File: config.mk
export PLATFORM = sky130hd
export DESIGN_NAME = eeb_slave
export DESIGN_NICKNAME = d
export VERILOG_FILES = /design/src/pkg/eeb_pkg.sv /design/src/rtl/eeb_sync.sv /design/src/rtl/eeb_slave.sv
export SDC_FILE = /design/constraint.sdc
export NUM_CORES = 1
export LEC_CHECK = 0
export ABC_AREA = 0
export BUFFER_PORTS_ARGS = -buffer_cell sky130_fd_sc_hd__buf_2
export CAP_MARGIN = 20
export CORE_ASPECT_RATIO = 1.1
export CORE_MARGIN = 4
export CORE_UTILIZATION = 32
export DETAILED_ROUTE_END_ITERATION = 16
export HOLD_SLACK_MARGIN = 0.06
export PLACE_DENSITY = 0.56
export SYNTH_ARGS = -nofsm -noshare
export SYNTH_HDL_FRONTEND = slang
export SYNTH_HIERARCHICAL = 1
export SYNTH_SLANG_ARGS = --single-unit
File: constraint.sdc
create_clock -name i_ref_clk -period 6.15 [get_ports i_ref_clk]
set_input_delay 0.615 -clock i_ref_clk [delete_from_list [all_inputs] [get_ports i_ref_clk]]
set_output_delay 0.615 -clock i_ref_clk [all_outputs]
set_load 0.02 [all_outputs]
File: src/pkg/eeb_pkg.sv
package eeb_pkg;
  // Bus geometry
  localparam int ADDR_W = 12;
  localparam int PAGE_W = 5;
  localparam int PAGE_BYTES = 32;
  localparam int CNT_W = 4;
  localparam logic [3:0] CNT_ACK = 4'h8;
  localparam logic [3:0] CTRL_TYPE = 4'hA;
  // Input synchroniser lanes
  localparam int PIN_W = 6;
  localparam logic [5:0] PIN_IDLE = 6'h03;
  localparam int PIN_SCL = 0;
  localparam int PIN_SDA = 1;
  localparam int PIN_WP = 2;
  localparam int PIN_CS = 3;
  // Timing at the reference clock
  localparam int CLK_PS = 8000;
  localparam int HOLD_NS = 300;
  localparam int HOLD_CYC = (HOLD_NS * 1000 + CLK_PS - 1) / CLK_PS;
  localparam int DLY_W = 6;
  localparam longint WC_MS = 5;
  localparam int WC_CYC_DEF = int'(WC_MS * 64'd1000000000 / CLK_PS);
  localparam int WC_W = 20;

  typedef enum logic [2:0] {
    ST_IDLE = 3'b000,
    ST_CTRL = 3'b001,
    ST_AHI = 3'b010,
    ST_ALO = 3'b011,
    ST_WDAT = 3'b100,
    ST_RDAT = 3'b101
  } eeb_state_t;
endpackage

File: src/rtl/eeb_sync.sv
`timescale 1ns/1ps
module eeb_sync #(
  parameter int W = 1,
  parameter logic [W-1:0] RST = '1
) (
  input wire logic i_ref_clk,
  input wire logic i_sys_rst,
  input wire logic i_clk_en,
  input wire logic [W-1:0] i_pin,
  output logic [W-1:0] o_pin
);
  logic [W-1:0] f1_q, f2_q, f3_q, out_q;
  logic [W-1:0] out_d;

  // Each lane moves only once stages two and three agree
  always_comb begin
    out_d = out_q;
    for (int k = 0; k < W; k++) begin
      if (f2_q[k] == f3_q[k]) begin
        out_d[k] = f3_q[k];
      end
    end
  end

  always_ff @(posedge i_ref_clk) begin
    if (i_sys_rst) begin
      f1_q <= RST;
      f2_q <= RST;
      f3_q <= RST;
      out_q <= RST;
    end else if (i_clk_en) begin
      f1_q <= i_pin;
      f2_q <= f1_q;
      f3_q <= f2_q;
      out_q <= out_d;
    end
  end

  assign o_pin = out_q;
endmodule

File: src/rtl/eeb_slave.sv
`timescale 1ns/1ps
module eeb_slave
  import eeb_pkg::*;
#(
  parameter int WC_CYC = eeb_pkg::WC_CYC_DEF
) (
  input wire logic i_ref_clk,
  input wire logic i_sys_rst,
  input wire logic i_clk_en,
  input wire logic i_scl,
  input wire logic i_sda,
  output logic o_sda,
  output logic o_sda_oe_n,
  input wire logic i_chip_select_bit_low,
  input wire logic i_chip_select_bit_mid,
  input wire logic i_chip_select_bit_high,
  input wire logic i_write_protect,
  output logic [eeb_pkg::ADDR_W-1:0] o_mem_addr,
  output logic [7:0] o_mem_wdata,
  output logic o_mem_we,
  input wire logic [7:0] i_mem_rdata,
  output logic o_busy
);
  import eeb_pkg::*;

  logic [PIN_W-1:0] pins;
  logic scl_s, sda_s, wp_s, scl_p_q, sda_p_q;
  logic [2:0] cs_s;
  logic start, stop, scl_rise, scl_fall, ack_in, ack_out, want;

  eeb_sync #(.W(PIN_W), .RST(PIN_IDLE)) u_sync (
    .i_ref_clk(i_ref_clk),
    .i_sys_rst(i_sys_rst),
    .i_clk_en(i_clk_en),
    .i_pin({i_chip_select_bit_high, i_chip_select_bit_mid, i_chip_select_bit_low,
            i_write_protect, i_sda, i_scl}),
    .o_pin(pins)
  );

  assign scl_s = pins[PIN_SCL];
  assign sda_s = pins[PIN_SDA];
  assign wp_s = pins[PIN_WP];
  assign cs_s = pins[PIN_CS +: 3];

  eeb_state_t st_q, st_d;
  logic [CNT_W-1:0] cnt_q, cnt_d;
  logic ack_ph_q, ack_ph_d, ack_go_q, ack_go_d, mack_q, mack_d;
  logic [7:0] shr_q, shr_d, txr_q, txr_d;
  logic [ADDR_W-1:0] ptr_q, ptr_d, maddr_q, maddr_d;
  logic [ADDR_W-PAGE_W-1:0] page_q, page_d;
  logic [7:0] pbuf_q [PAGE_BYTES];
  logic [7:0] pbuf_d [PAGE_BYTES];
  logic [PAGE_BYTES-1:0] vld_q, vld_d;
  logic wr_pend_q, wr_pend_d, busy_q, busy_d, we_q, we_d, oe_n_q, oe_n_d, sda_q;
  logic [WC_W-1:0] wc_q, wc_d;
  logic [PAGE_W:0] ci_q, ci_d;
  logic [DLY_W-1:0] dly_q, dly_d;
  logic [7:0] mwd_q, mwd_d;

  assign start = scl_s && scl_p_q && sda_p_q && !sda_s;
  assign stop = scl_s && scl_p_q && !sda_p_q && sda_s;
  assign scl_rise = scl_s && !scl_p_q;
  assign scl_fall = !scl_s && scl_p_q;
  assign ack_in = scl_fall && cnt_q == CNT_ACK && !ack_ph_q;
  assign ack_out = scl_fall && ack_ph_q;
  // Drive low for an acknowledge or a zero data bit, otherwise release
  assign want = (ack_ph_q && ack_go_q) || (st_q == ST_RDAT && !ack_ph_q && !txr_q[7]);

  always_comb begin
    st_d = st_q;
    cnt_d = cnt_q;
    ack_ph_d = ack_ph_q;
    ack_go_d = ack_go_q;
    mack_d = mack_q;
    shr_d = shr_q;
    txr_d = txr_q;
    ptr_d = ptr_q;
    page_d = page_q;
    pbuf_d = pbuf_q;
    vld_d = vld_q;
    wr_pend_d = wr_pend_q;
    busy_d = busy_q;
    wc_d = wc_q;
    ci_d = ci_q;
    dly_d = dly_q;
    oe_n_d = oe_n_q;
    maddr_d = ptr_q;
    mwd_d = mwd_q;
    we_d = 1'b0;
    // Output moves after the hold delay while SCL is low; start and stop release it at once
    if (dly_q != '0) begin
      if (scl_s) begin
        dly_d = dly_q;
      end else begin
        dly_d = dly_q - DLY_W'(1);
        if (dly_q == DLY_W'(1)) begin
          oe_n_d = !want;
        end
      end
    end
    if (start) begin
      st_d = ST_CTRL;
      cnt_d = '0;
      ack_ph_d = 1'b0;
      ack_go_d = 1'b0;
      wr_pend_d = 1'b0;
      oe_n_d = 1'b1;
      dly_d = '0;
    end else if (stop) begin
      st_d = ST_IDLE;
      cnt_d = '0;
      ack_ph_d = 1'b0;
      ack_go_d = 1'b0;
      oe_n_d = 1'b1;
      dly_d = '0;
      wr_pend_d = 1'b0;
      // Protect pin is sampled here; a later toggle has no effect
      if (wr_pend_q && !wp_s) begin
        busy_d = 1'b1;
        wc_d = '0;
        ci_d = '0;
      end
    end else if (st_q != ST_IDLE) begin
      if (scl_rise) begin
        if (ack_ph_q) begin
          mack_d = !sda_s;
        end else if (cnt_q != CNT_ACK) begin
          shr_d = {shr_q[6:0], sda_s};
          txr_d = {txr_q[6:0], 1'b1};
          cnt_d = cnt_q + CNT_W'(1);
        end
      end
      if (scl_fall) begin
        dly_d = DLY_W'(HOLD_CYC);
      end
      if (ack_in) begin
        ack_ph_d = 1'b1;
        ack_go_d = 1'b0;
        unique case (st_q)
          ST_IDLE: begin
          end
          ST_CTRL: begin
            if (shr_q[7:4] == CTRL_TYPE && shr_q[3:1] == cs_s && !busy_q) begin
              ack_go_d = 1'b1;
              mack_d = 1'b1;
              st_d = shr_q[0] ? ST_RDAT : ST_AHI;
            end else begin
              st_d = ST_IDLE;
            end
          end
          ST_AHI: begin
            ptr_d[ADDR_W-1:8] = shr_q[ADDR_W-9:0];
            ack_go_d = 1'b1;
            st_d = ST_ALO;
          end
          ST_ALO: begin
            ptr_d[7:0] = shr_q;
            page_d = {ptr_q[ADDR_W-1:8], shr_q[7:PAGE_W]};
            vld_d = '0;
            ack_go_d = 1'b1;
            st_d = ST_WDAT;
          end
          ST_WDAT: begin
            // Index wrap overwrites oldest bytes in the page buffer
            pbuf_d[ptr_q[PAGE_W-1:0]] = shr_q;
            vld_d[ptr_q[PAGE_W-1:0]] = 1'b1;
            ptr_d[PAGE_W-1:0] = ptr_q[PAGE_W-1:0] + PAGE_W'(1);
            ack_go_d = 1'b1;
            wr_pend_d = 1'b1;
          end
          ST_RDAT: begin
            ptr_d = ptr_q + ADDR_W'(1);
          end
        endcase
      end else if (ack_out) begin
        ack_ph_d = 1'b0;
        ack_go_d = 1'b0;
        cnt_d = '0;
        if (st_q == ST_RDAT) begin
          if (mack_q) begin
            txr_d = i_mem_rdata;
          end else begin
            st_d = ST_IDLE;
          end
        end
      end
    end
    // Page commit, one byte a cycle, then wait out the cycle time
    if (busy_q) begin
      wc_d = wc_q + WC_W'(1);
      if (!ci_q[PAGE_W]) begin
        ci_d = ci_q + (PAGE_W + 1)'(1);
        maddr_d = {page_q, ci_q[PAGE_W-1:0]};
        mwd_d = pbuf_q[ci_q[PAGE_W-1:0]];
        we_d = vld_q[ci_q[PAGE_W-1:0]];
      end
      if (wc_q == WC_W'(WC_CYC - 1)) begin
        busy_d = 1'b0;
        vld_d = '0;
      end
    end
  end

  always_ff @(posedge i_ref_clk) begin
    if (i_sys_rst) begin
      scl_p_q <= 1'b1;
      sda_p_q <= 1'b1;
      st_q <= ST_IDLE;
      cnt_q <= '0;
      ack_ph_q <= 1'b0;
      ack_go_q <= 1'b0;
      mack_q <= 1'b0;
      shr_q <= '0;
      txr_q <= '1;
      ptr_q <= '0;
      page_q <= '0;
      pbuf_q <= '{default: '0};
      vld_q <= '0;
      wr_pend_q <= 1'b0;
      busy_q <= 1'b0;
      wc_q <= '0;
      ci_q <= '0;
      dly_q <= '0;
      oe_n_q <= 1'b1;
      maddr_q <= '0;
      mwd_q <= '0;
      we_q <= 1'b0;
      sda_q <= 1'b0;
    end else if (i_clk_en) begin
      scl_p_q <= scl_s;
      sda_p_q <= sda_s;
      st_q <= st_d;
      cnt_q <= cnt_d;
      ack_ph_q <= ack_ph_d;
      ack_go_q <= ack_go_d;
      mack_q <= mack_d;
      shr_q <= shr_d;
      txr_q <= txr_d;
      ptr_q <= ptr_d;
      page_q <= page_d;
      pbuf_q <= pbuf_d;
      vld_q <= vld_d;
      wr_pend_q <= wr_pend_d;
      busy_q <= busy_d;
      wc_q <= wc_d;
      ci_q <= ci_d;
      dly_q <= dly_d;
      oe_n_q <= oe_n_d;
      maddr_q <= maddr_d;
      mwd_q <= mwd_d;
      we_q <= we_d;
      sda_q <= 1'b0;
    end
  end

  assign o_sda = sda_q;
  assign o_sda_oe_n = oe_n_q;
  assign o_mem_addr = maddr_q;
  assign o_mem_wdata = mwd_q;
  assign o_mem_we = we_q;
  assign o_busy = busy_q;
endmodule

## Yosys cells after proc, flatten, opt, wreduce, memory -nomap -nowiden

Index checks and enable logic that the tools add are counted.
Widths: inputs -> output; s select.

- Register bits after elaboration: 415
- Latch bits: 0
- Memory bits (writable): 0
- Memory bits (read-only): 0
- Input port bits: 17
- Output and inout bits: 24
- Word-level logic and storage cells: 262
- Memories kept: 0

- Add/subtract/negate cells: 6
- Multipliers: 0
- Div/mod/pow operators: 0
- $lt $le $gt $ge: 6
- Equality and inequality tests: 21
- Shifts and indexed selects: 0
- Multiplexer cells: 95
- Bitwise gates (word level): 7
- Reductions and logical operators: 63

Operator list:

| kind | count |
|---|---|
| $bwmux 256 | 1 |
| $mux 32 | 6 |
| $mux 20 | 4 |
| $mux 8 | 10 |
| $mux 6 | 11 |
| $pmux 32 s2 | 1 |
| $bmux 8 s5 | 1 |
| $demux 8 s5 | 1 |
| $reduce_and 6->1 | 6 |
| $mux 1 | 34 |
| $mux 4 | 8 |
| $or 32x32->32 | 1 |
| $mux 3 | 9 |
| $mux 12 | 2 |
| $reduce_bool 3->1 | 7 |
| $add 20x1->20 const B | 1 |
| $eq 20x20->1 const B | 1 |
| $logic_and 1x1->1 | 18 |
| $reduce_and 4->1 | 4 |
| $pmux 5 s3 | 1 |
| $reduce_and 2->1 | 7 |
| $add 12x1->12 const B | 1 |
| $ge 6x6->1 const B | 2 |
| $lt 5x6->1 const B | 2 |
| 33 further kinds | 59 |

## Logic depth before layout (Yosys ltp)

- Depth after elaboration: 12
- Gate-level depth with buffers: 10
- Mapped depth without buffers: 7

## Cells and area by module

Netlist, hierarchy kept.

Modules (own cells, without submodules):

| module | instances | cells an instance | area an instance (µm²) | sequential area each (µm²) |
|---|---|---|---|---|
| eeb_slave | 1 | 2,087 | 18,093.6 | 7,827.5 |
| eeb_sync | 1 | 91 | 935.9 | 480.5 |

## Worst setup path after synthesis

No wires, ideal clock.

- Path type: in2reg
- Start point: input i_clk_en
- End point: register pbuf_q[48] (netlist bit)
- Library setup time: 71 ps
- Data arrival time: 2,072 ps
- Data required time: 6,079 ps
- Slack: 4,008 ps
- Stages: 7
- Path buffers: 2
- Cell sequence: nor4bb_1 -> clkbuf_1 -> nand4_1 -> buf_4 -> nor2_2 -> nand2_1 -> a21oi_1

- Longest elaborated chain between the ends: 1

RTL lines:

| what | line | RTL |
|---|---|---|
| start, declared | eeb_slave.sv:9 | `input wire logic i_clk_en,` |
| $reduce_and 6->1 (no line) | n/a |  |
| end signal, assigned | eeb_slave.sv:241 | `pbuf_q <= pbuf_d;` |
| end, declared | eeb_slave.sv:51 | `logic [7:0] pbuf_q [PAGE_BYTES];` |

No other way between the ends.
A chain may end at the register's enable or synchronous reset.

## Worst setup path after layout

- Start point: register st_q[1]
- End point: register txr_q[5]

- Longest elaborated chain between the ends: 4
- Elaborated cells between the ends (all ways): 6
- Classes of those cells: eq/ne: 1; mux: 3; reduce/logical: 2

RTL lines:

| what | line | RTL |
|---|---|---|
| start, declared | eeb_slave.sv:45 | `eeb_state_t st_q, st_d;` |
| start signal, assigned | eeb_slave.sv:232 | `st_q <= st_d;` |
| $eq 3x3->1 | eeb_slave.sv:179 | `if (st_q == ST_RDAT) begin` |
| $mux 8 | eeb_slave.sv:179 |  |
| $mux 8 | eeb_slave.sv:175 | `end else if (ack_out) begin` |
| $mux 8 | eeb_slave.sv:136 | `if (ack_in) begin` |
| end signal, assigned | eeb_slave.sv:238 | `txr_q <= txr_d;` |
| end, declared | eeb_slave.sv:48 | `logic [7:0] shr_q, shr_d, txr_q, txr_d;` |

Several ways; a longest one is shown, not always the timed one.

==> flow_metrics.py <==
metrics = {
    "global_route": {
        "grt_max_degree": 123,
        "antenna_found_initial": 0,
        "grt_pass1_wl_um": 88300,
        "grt_usage": 0.171,
        "grt.overflow.total": 0,
        "grt_pass1_vias": 15500,
    },
    "setup_path": {
        "worst-path-max-fanout": 16,
        "critical_path.top_delay_family": "simple AND/OR/NAND/NOR gates",
        "cpPeakStageDelay_ns": 0.87,
        "required_ns": 6.58,
        "cp_cell_sequence": "nor3_1 > nor4_1 > nand3_1 > o22ai_1 > o21ai_1",
        "worst-path-buf-inv": 0,
        "crit_slowest_cell": "nand3_1",
        "worstSetupPathType": "flop to flop",
        "critPathArrivalTime_ns": 3.39,
        "critPathLaunchType": "flop",
        "endpoint_kind": "flop",
    },
    "clock_tree": {
        "cts_made_buffers": 47,
        "clk_pin_slew_worst_paths_ns": 0.06,
        "htreeDepth": 2,
        "post_cts_resized": 0,
        "cts.hold.buffers_added": 0,
        "clock_path_buffers": 3,
        "cts_sinks": 415,
        "root_buffer": "clkbuf_16",
        "cts_setup_buffers": 0,
        "clk_latency_ns": 0.61,
        "cts_tree": "yes",
    },
    "layout": {
        "finalNetCount": 2138,
        "layout-drive-gt1-share": 0.123,
        "layout_commonest_cell": "dfxtp_1",
        "antenna_cells": 0,
        "multiInputGateArea_um2": 9840,
        "final_cell_mix": "dfxtp_1 (412), nand2_1 (298), a21oi_1 (284), o21ai_0 (242), nor2_1 (169)",
        "syn_to_final_growth_pct": 11.6,
        "n_fill_cell": 5888,
        "seq_area_um2": 8320,
    },
    "place": {
        "pre_cts_ws_ns": 2.93,
        "routabilityCongestion": 0.807,
        "hpwl_um": 34200,
        "port_buffers": 39,
    },
    "timing": {
        "rsz0062_at_grt": "false",
        "worst_pin_slew_ns": 1.09,
        "fmaxAchievable_ghz": 0.339,
        "fin_skew_ns": 0.0308,
        "drv_slew": 0,
        "hold_viol": 0,
        "timing.final.ws_setup_ns": 3.20,
        "post-route-period-util": 0.480,
        "fin_tns_setup_ns": 0,
        "final.min_clock_period_ns": 2.95,
        "finalSetupViolCount": 0,
        "max_slew_margin": 0.273,
    },
    "floorplan": {
        "start_util": 0.324,
        "die_h_um": 264,
        "ios": 41,
        "dieArea_um2": 63400,
        "rows": 93,
        "coreArea_um2": 58800,
        "fp.dieW_um": 241,
    },
    "logic_synthesis": {
        "avgSynthCellArea_um2": 8.74,
        "synth_seq_cells": 415,
        "yosysUniqueCellTypes": 79,
        "syn_nets": 2206,
        "syn_area_um2": 19000,
        "yosysWarnings": 6,
        "synth_cells": 2178,
        "synth_seq_area_share": 0.437,
        "ys_async_sr_fraction": 0,
        "synth_edf_count": 0,
        "synthFlopType": "dfxtp_1",
    },
    "flow_run": {
        "max-cap-violations": 0,
    },
    "detailed_routing": {
        "first_pass_iters": 5,
        "first_iter_violations": 1500,
        "avgViaCountPerCell": 5.52,
        "routedWlPerCell_um": 19.3,
        "post-route-drc-count": 0,
        "via_count": 16100,
        "wirelength_um": 56200,
        "ant_nets": 0,
    },
    "min_path": {
        "hp-class": "input port to flop",
    },
    "power": {
        "powerDensity_nw_per_um2": 269,
        "vdd_drop_max_uv": 175,
        "leakagePower_nw": 7.07,
    },
    "status": {
        "status": "complete, no violations",
    },
}
## cell type report
| class | count | share of cell area |
|---|---|---|
| clock buffer | 70 | 0.0665 |
| clock inverter | 17 | 0.00942 |
| inverter | 16 | 0.00283 |
| multi-input combinational | 1558 | 0.463 |
| sequential | 415 | 0.392 |
| tap | 760 | 0.0448 |
| timing repair buffer | 72 | 0.0214 |
## path summary, 6_finish.rpt
check	end	cells past startpoint	slack [ns]	from
worst max-delay path	txr_q[5]	5	3.20	st_q[1]
worst min-delay path	u_sync/f1_q[0]	2	0.23	i_scl
worst max register to register	txr_q[5]	5	3.20	st_q[1]
worst min register to register	pbuf_q[6]	2	0.46	pbuf_q[6]
## synthesized netlist by cell type (all sizes together) (3+ instances only)
| master | n | area share |
|---|---|---|
| a211o | 6 | 0.0028 |
| a211oi | 35 | 0.014 |
| a21o | 15 | 0.0060 |
| a21oi | 284 | 0.075 |
| a221oi | 3 | 0.0014 |
| a22o | 14 | 0.0064 |
| a22oi | 8 | 0.0032 |
| a31oi | 4 | 0.0013 |
| and2 | 10 | 0.0036 |
| and3 | 4 | 0.0013 |
| and3b | 3 | 0.0014 |
| buf | 52 | 0.016 |
| clkbuf | 137 | 0.027 |
| dfxtp | 415 | 0.44 |
| ha | 11 | 0.0072 |
| inv | 16 | 0.0032 |
| mux2i | 111 | 0.058 |
| mux4 | 67 | 0.079 |
| nand2 | 298 | 0.059 |
| nand2b | 19 | 0.0062 |
| nand3 | 51 | 0.014 |
| nand3b | 4 | 0.0016 |
| nand4 | 19 | 0.0069 |
| nor2 | 182 | 0.040 |
| nor2b | 22 | 0.0072 |
| nor3 | 24 | 0.0080 |
| nor4 | 19 | 0.0070 |
| o211ai | 7 | 0.0028 |
| o21ai | 250 | 0.066 |
| o22ai | 11 | 0.0036 |
| o31ai | 7 | 0.0030 |
| or2 | 6 | 0.0020 |
| or3 | 6 | 0.0020 |
| or4 | 8 | 0.0034 |
| xnor2 | 8 | 0.0037 |
| xor2 | 10 | 0.0046 |
## flip-flops by register name, indices dropped and copies added, names as in the netlist, 7 cells and up
| signal | cells |
|---|---|
| txr_q | 8 |
| pbuf_q | 256 |
| ptr_q | 12 |
| o_mem_wdata | 8 |
| page_q | 7 |
| wc_q | 20 |
| o_mem_addr | 12 |
| vld_q | 32 |
| shr_q | 8 |
## kinds of logic (layout without fill, tap and decap cells)
family          Yosys count  count (layout)  share of synthesized area
xor+xnor                 18              18                    0.00828
flops                   415             415                      0.437
simple gates            687             687                      0.169
buf+inv                 205             175                     0.0462
fa+ha+maj                11              11                    0.00723
compound gates          661             661                      0.193
other cells               1               1                   0.000197
mux                     180             180                      0.139
## power breakdown
| part | internal [W] | switching [W] |
|---|---|---|
| registers | 0.00270 | 0.00000740 |
| logic | 0.0000243 | 0.0000786 |
| clock network | 0.00173 | 0.00119 |
| total | 0.00445 | 0.00127 |
## per-stage QoR
stage	util	std cells	hold slack [ns]	power [W]	area (um^2)
final	0.361	2908	0.232	0.00572	21200
after CTS	0.361	2906	0.200	0.00578	21200
after global placement	0.334	2819	0.442	0.00286	19600
after global routing	0.361	2908	0.216	0.00589	21200
after floorplan	-	2178	0.431	0.00284	19000
after detailed placement	0.334	2819	0.447	0.00287	19600
## layer usage
metal	track usage	share of wire	vias to the layer above
li1	-	-	7622
met1	0.227	0.44	7902
met4	0.0562	0.026	0
met3	0.0277	0.053	91
met2	0.285	0.48	444
met5	0	0	-
(Power assumes the default switching activity.)
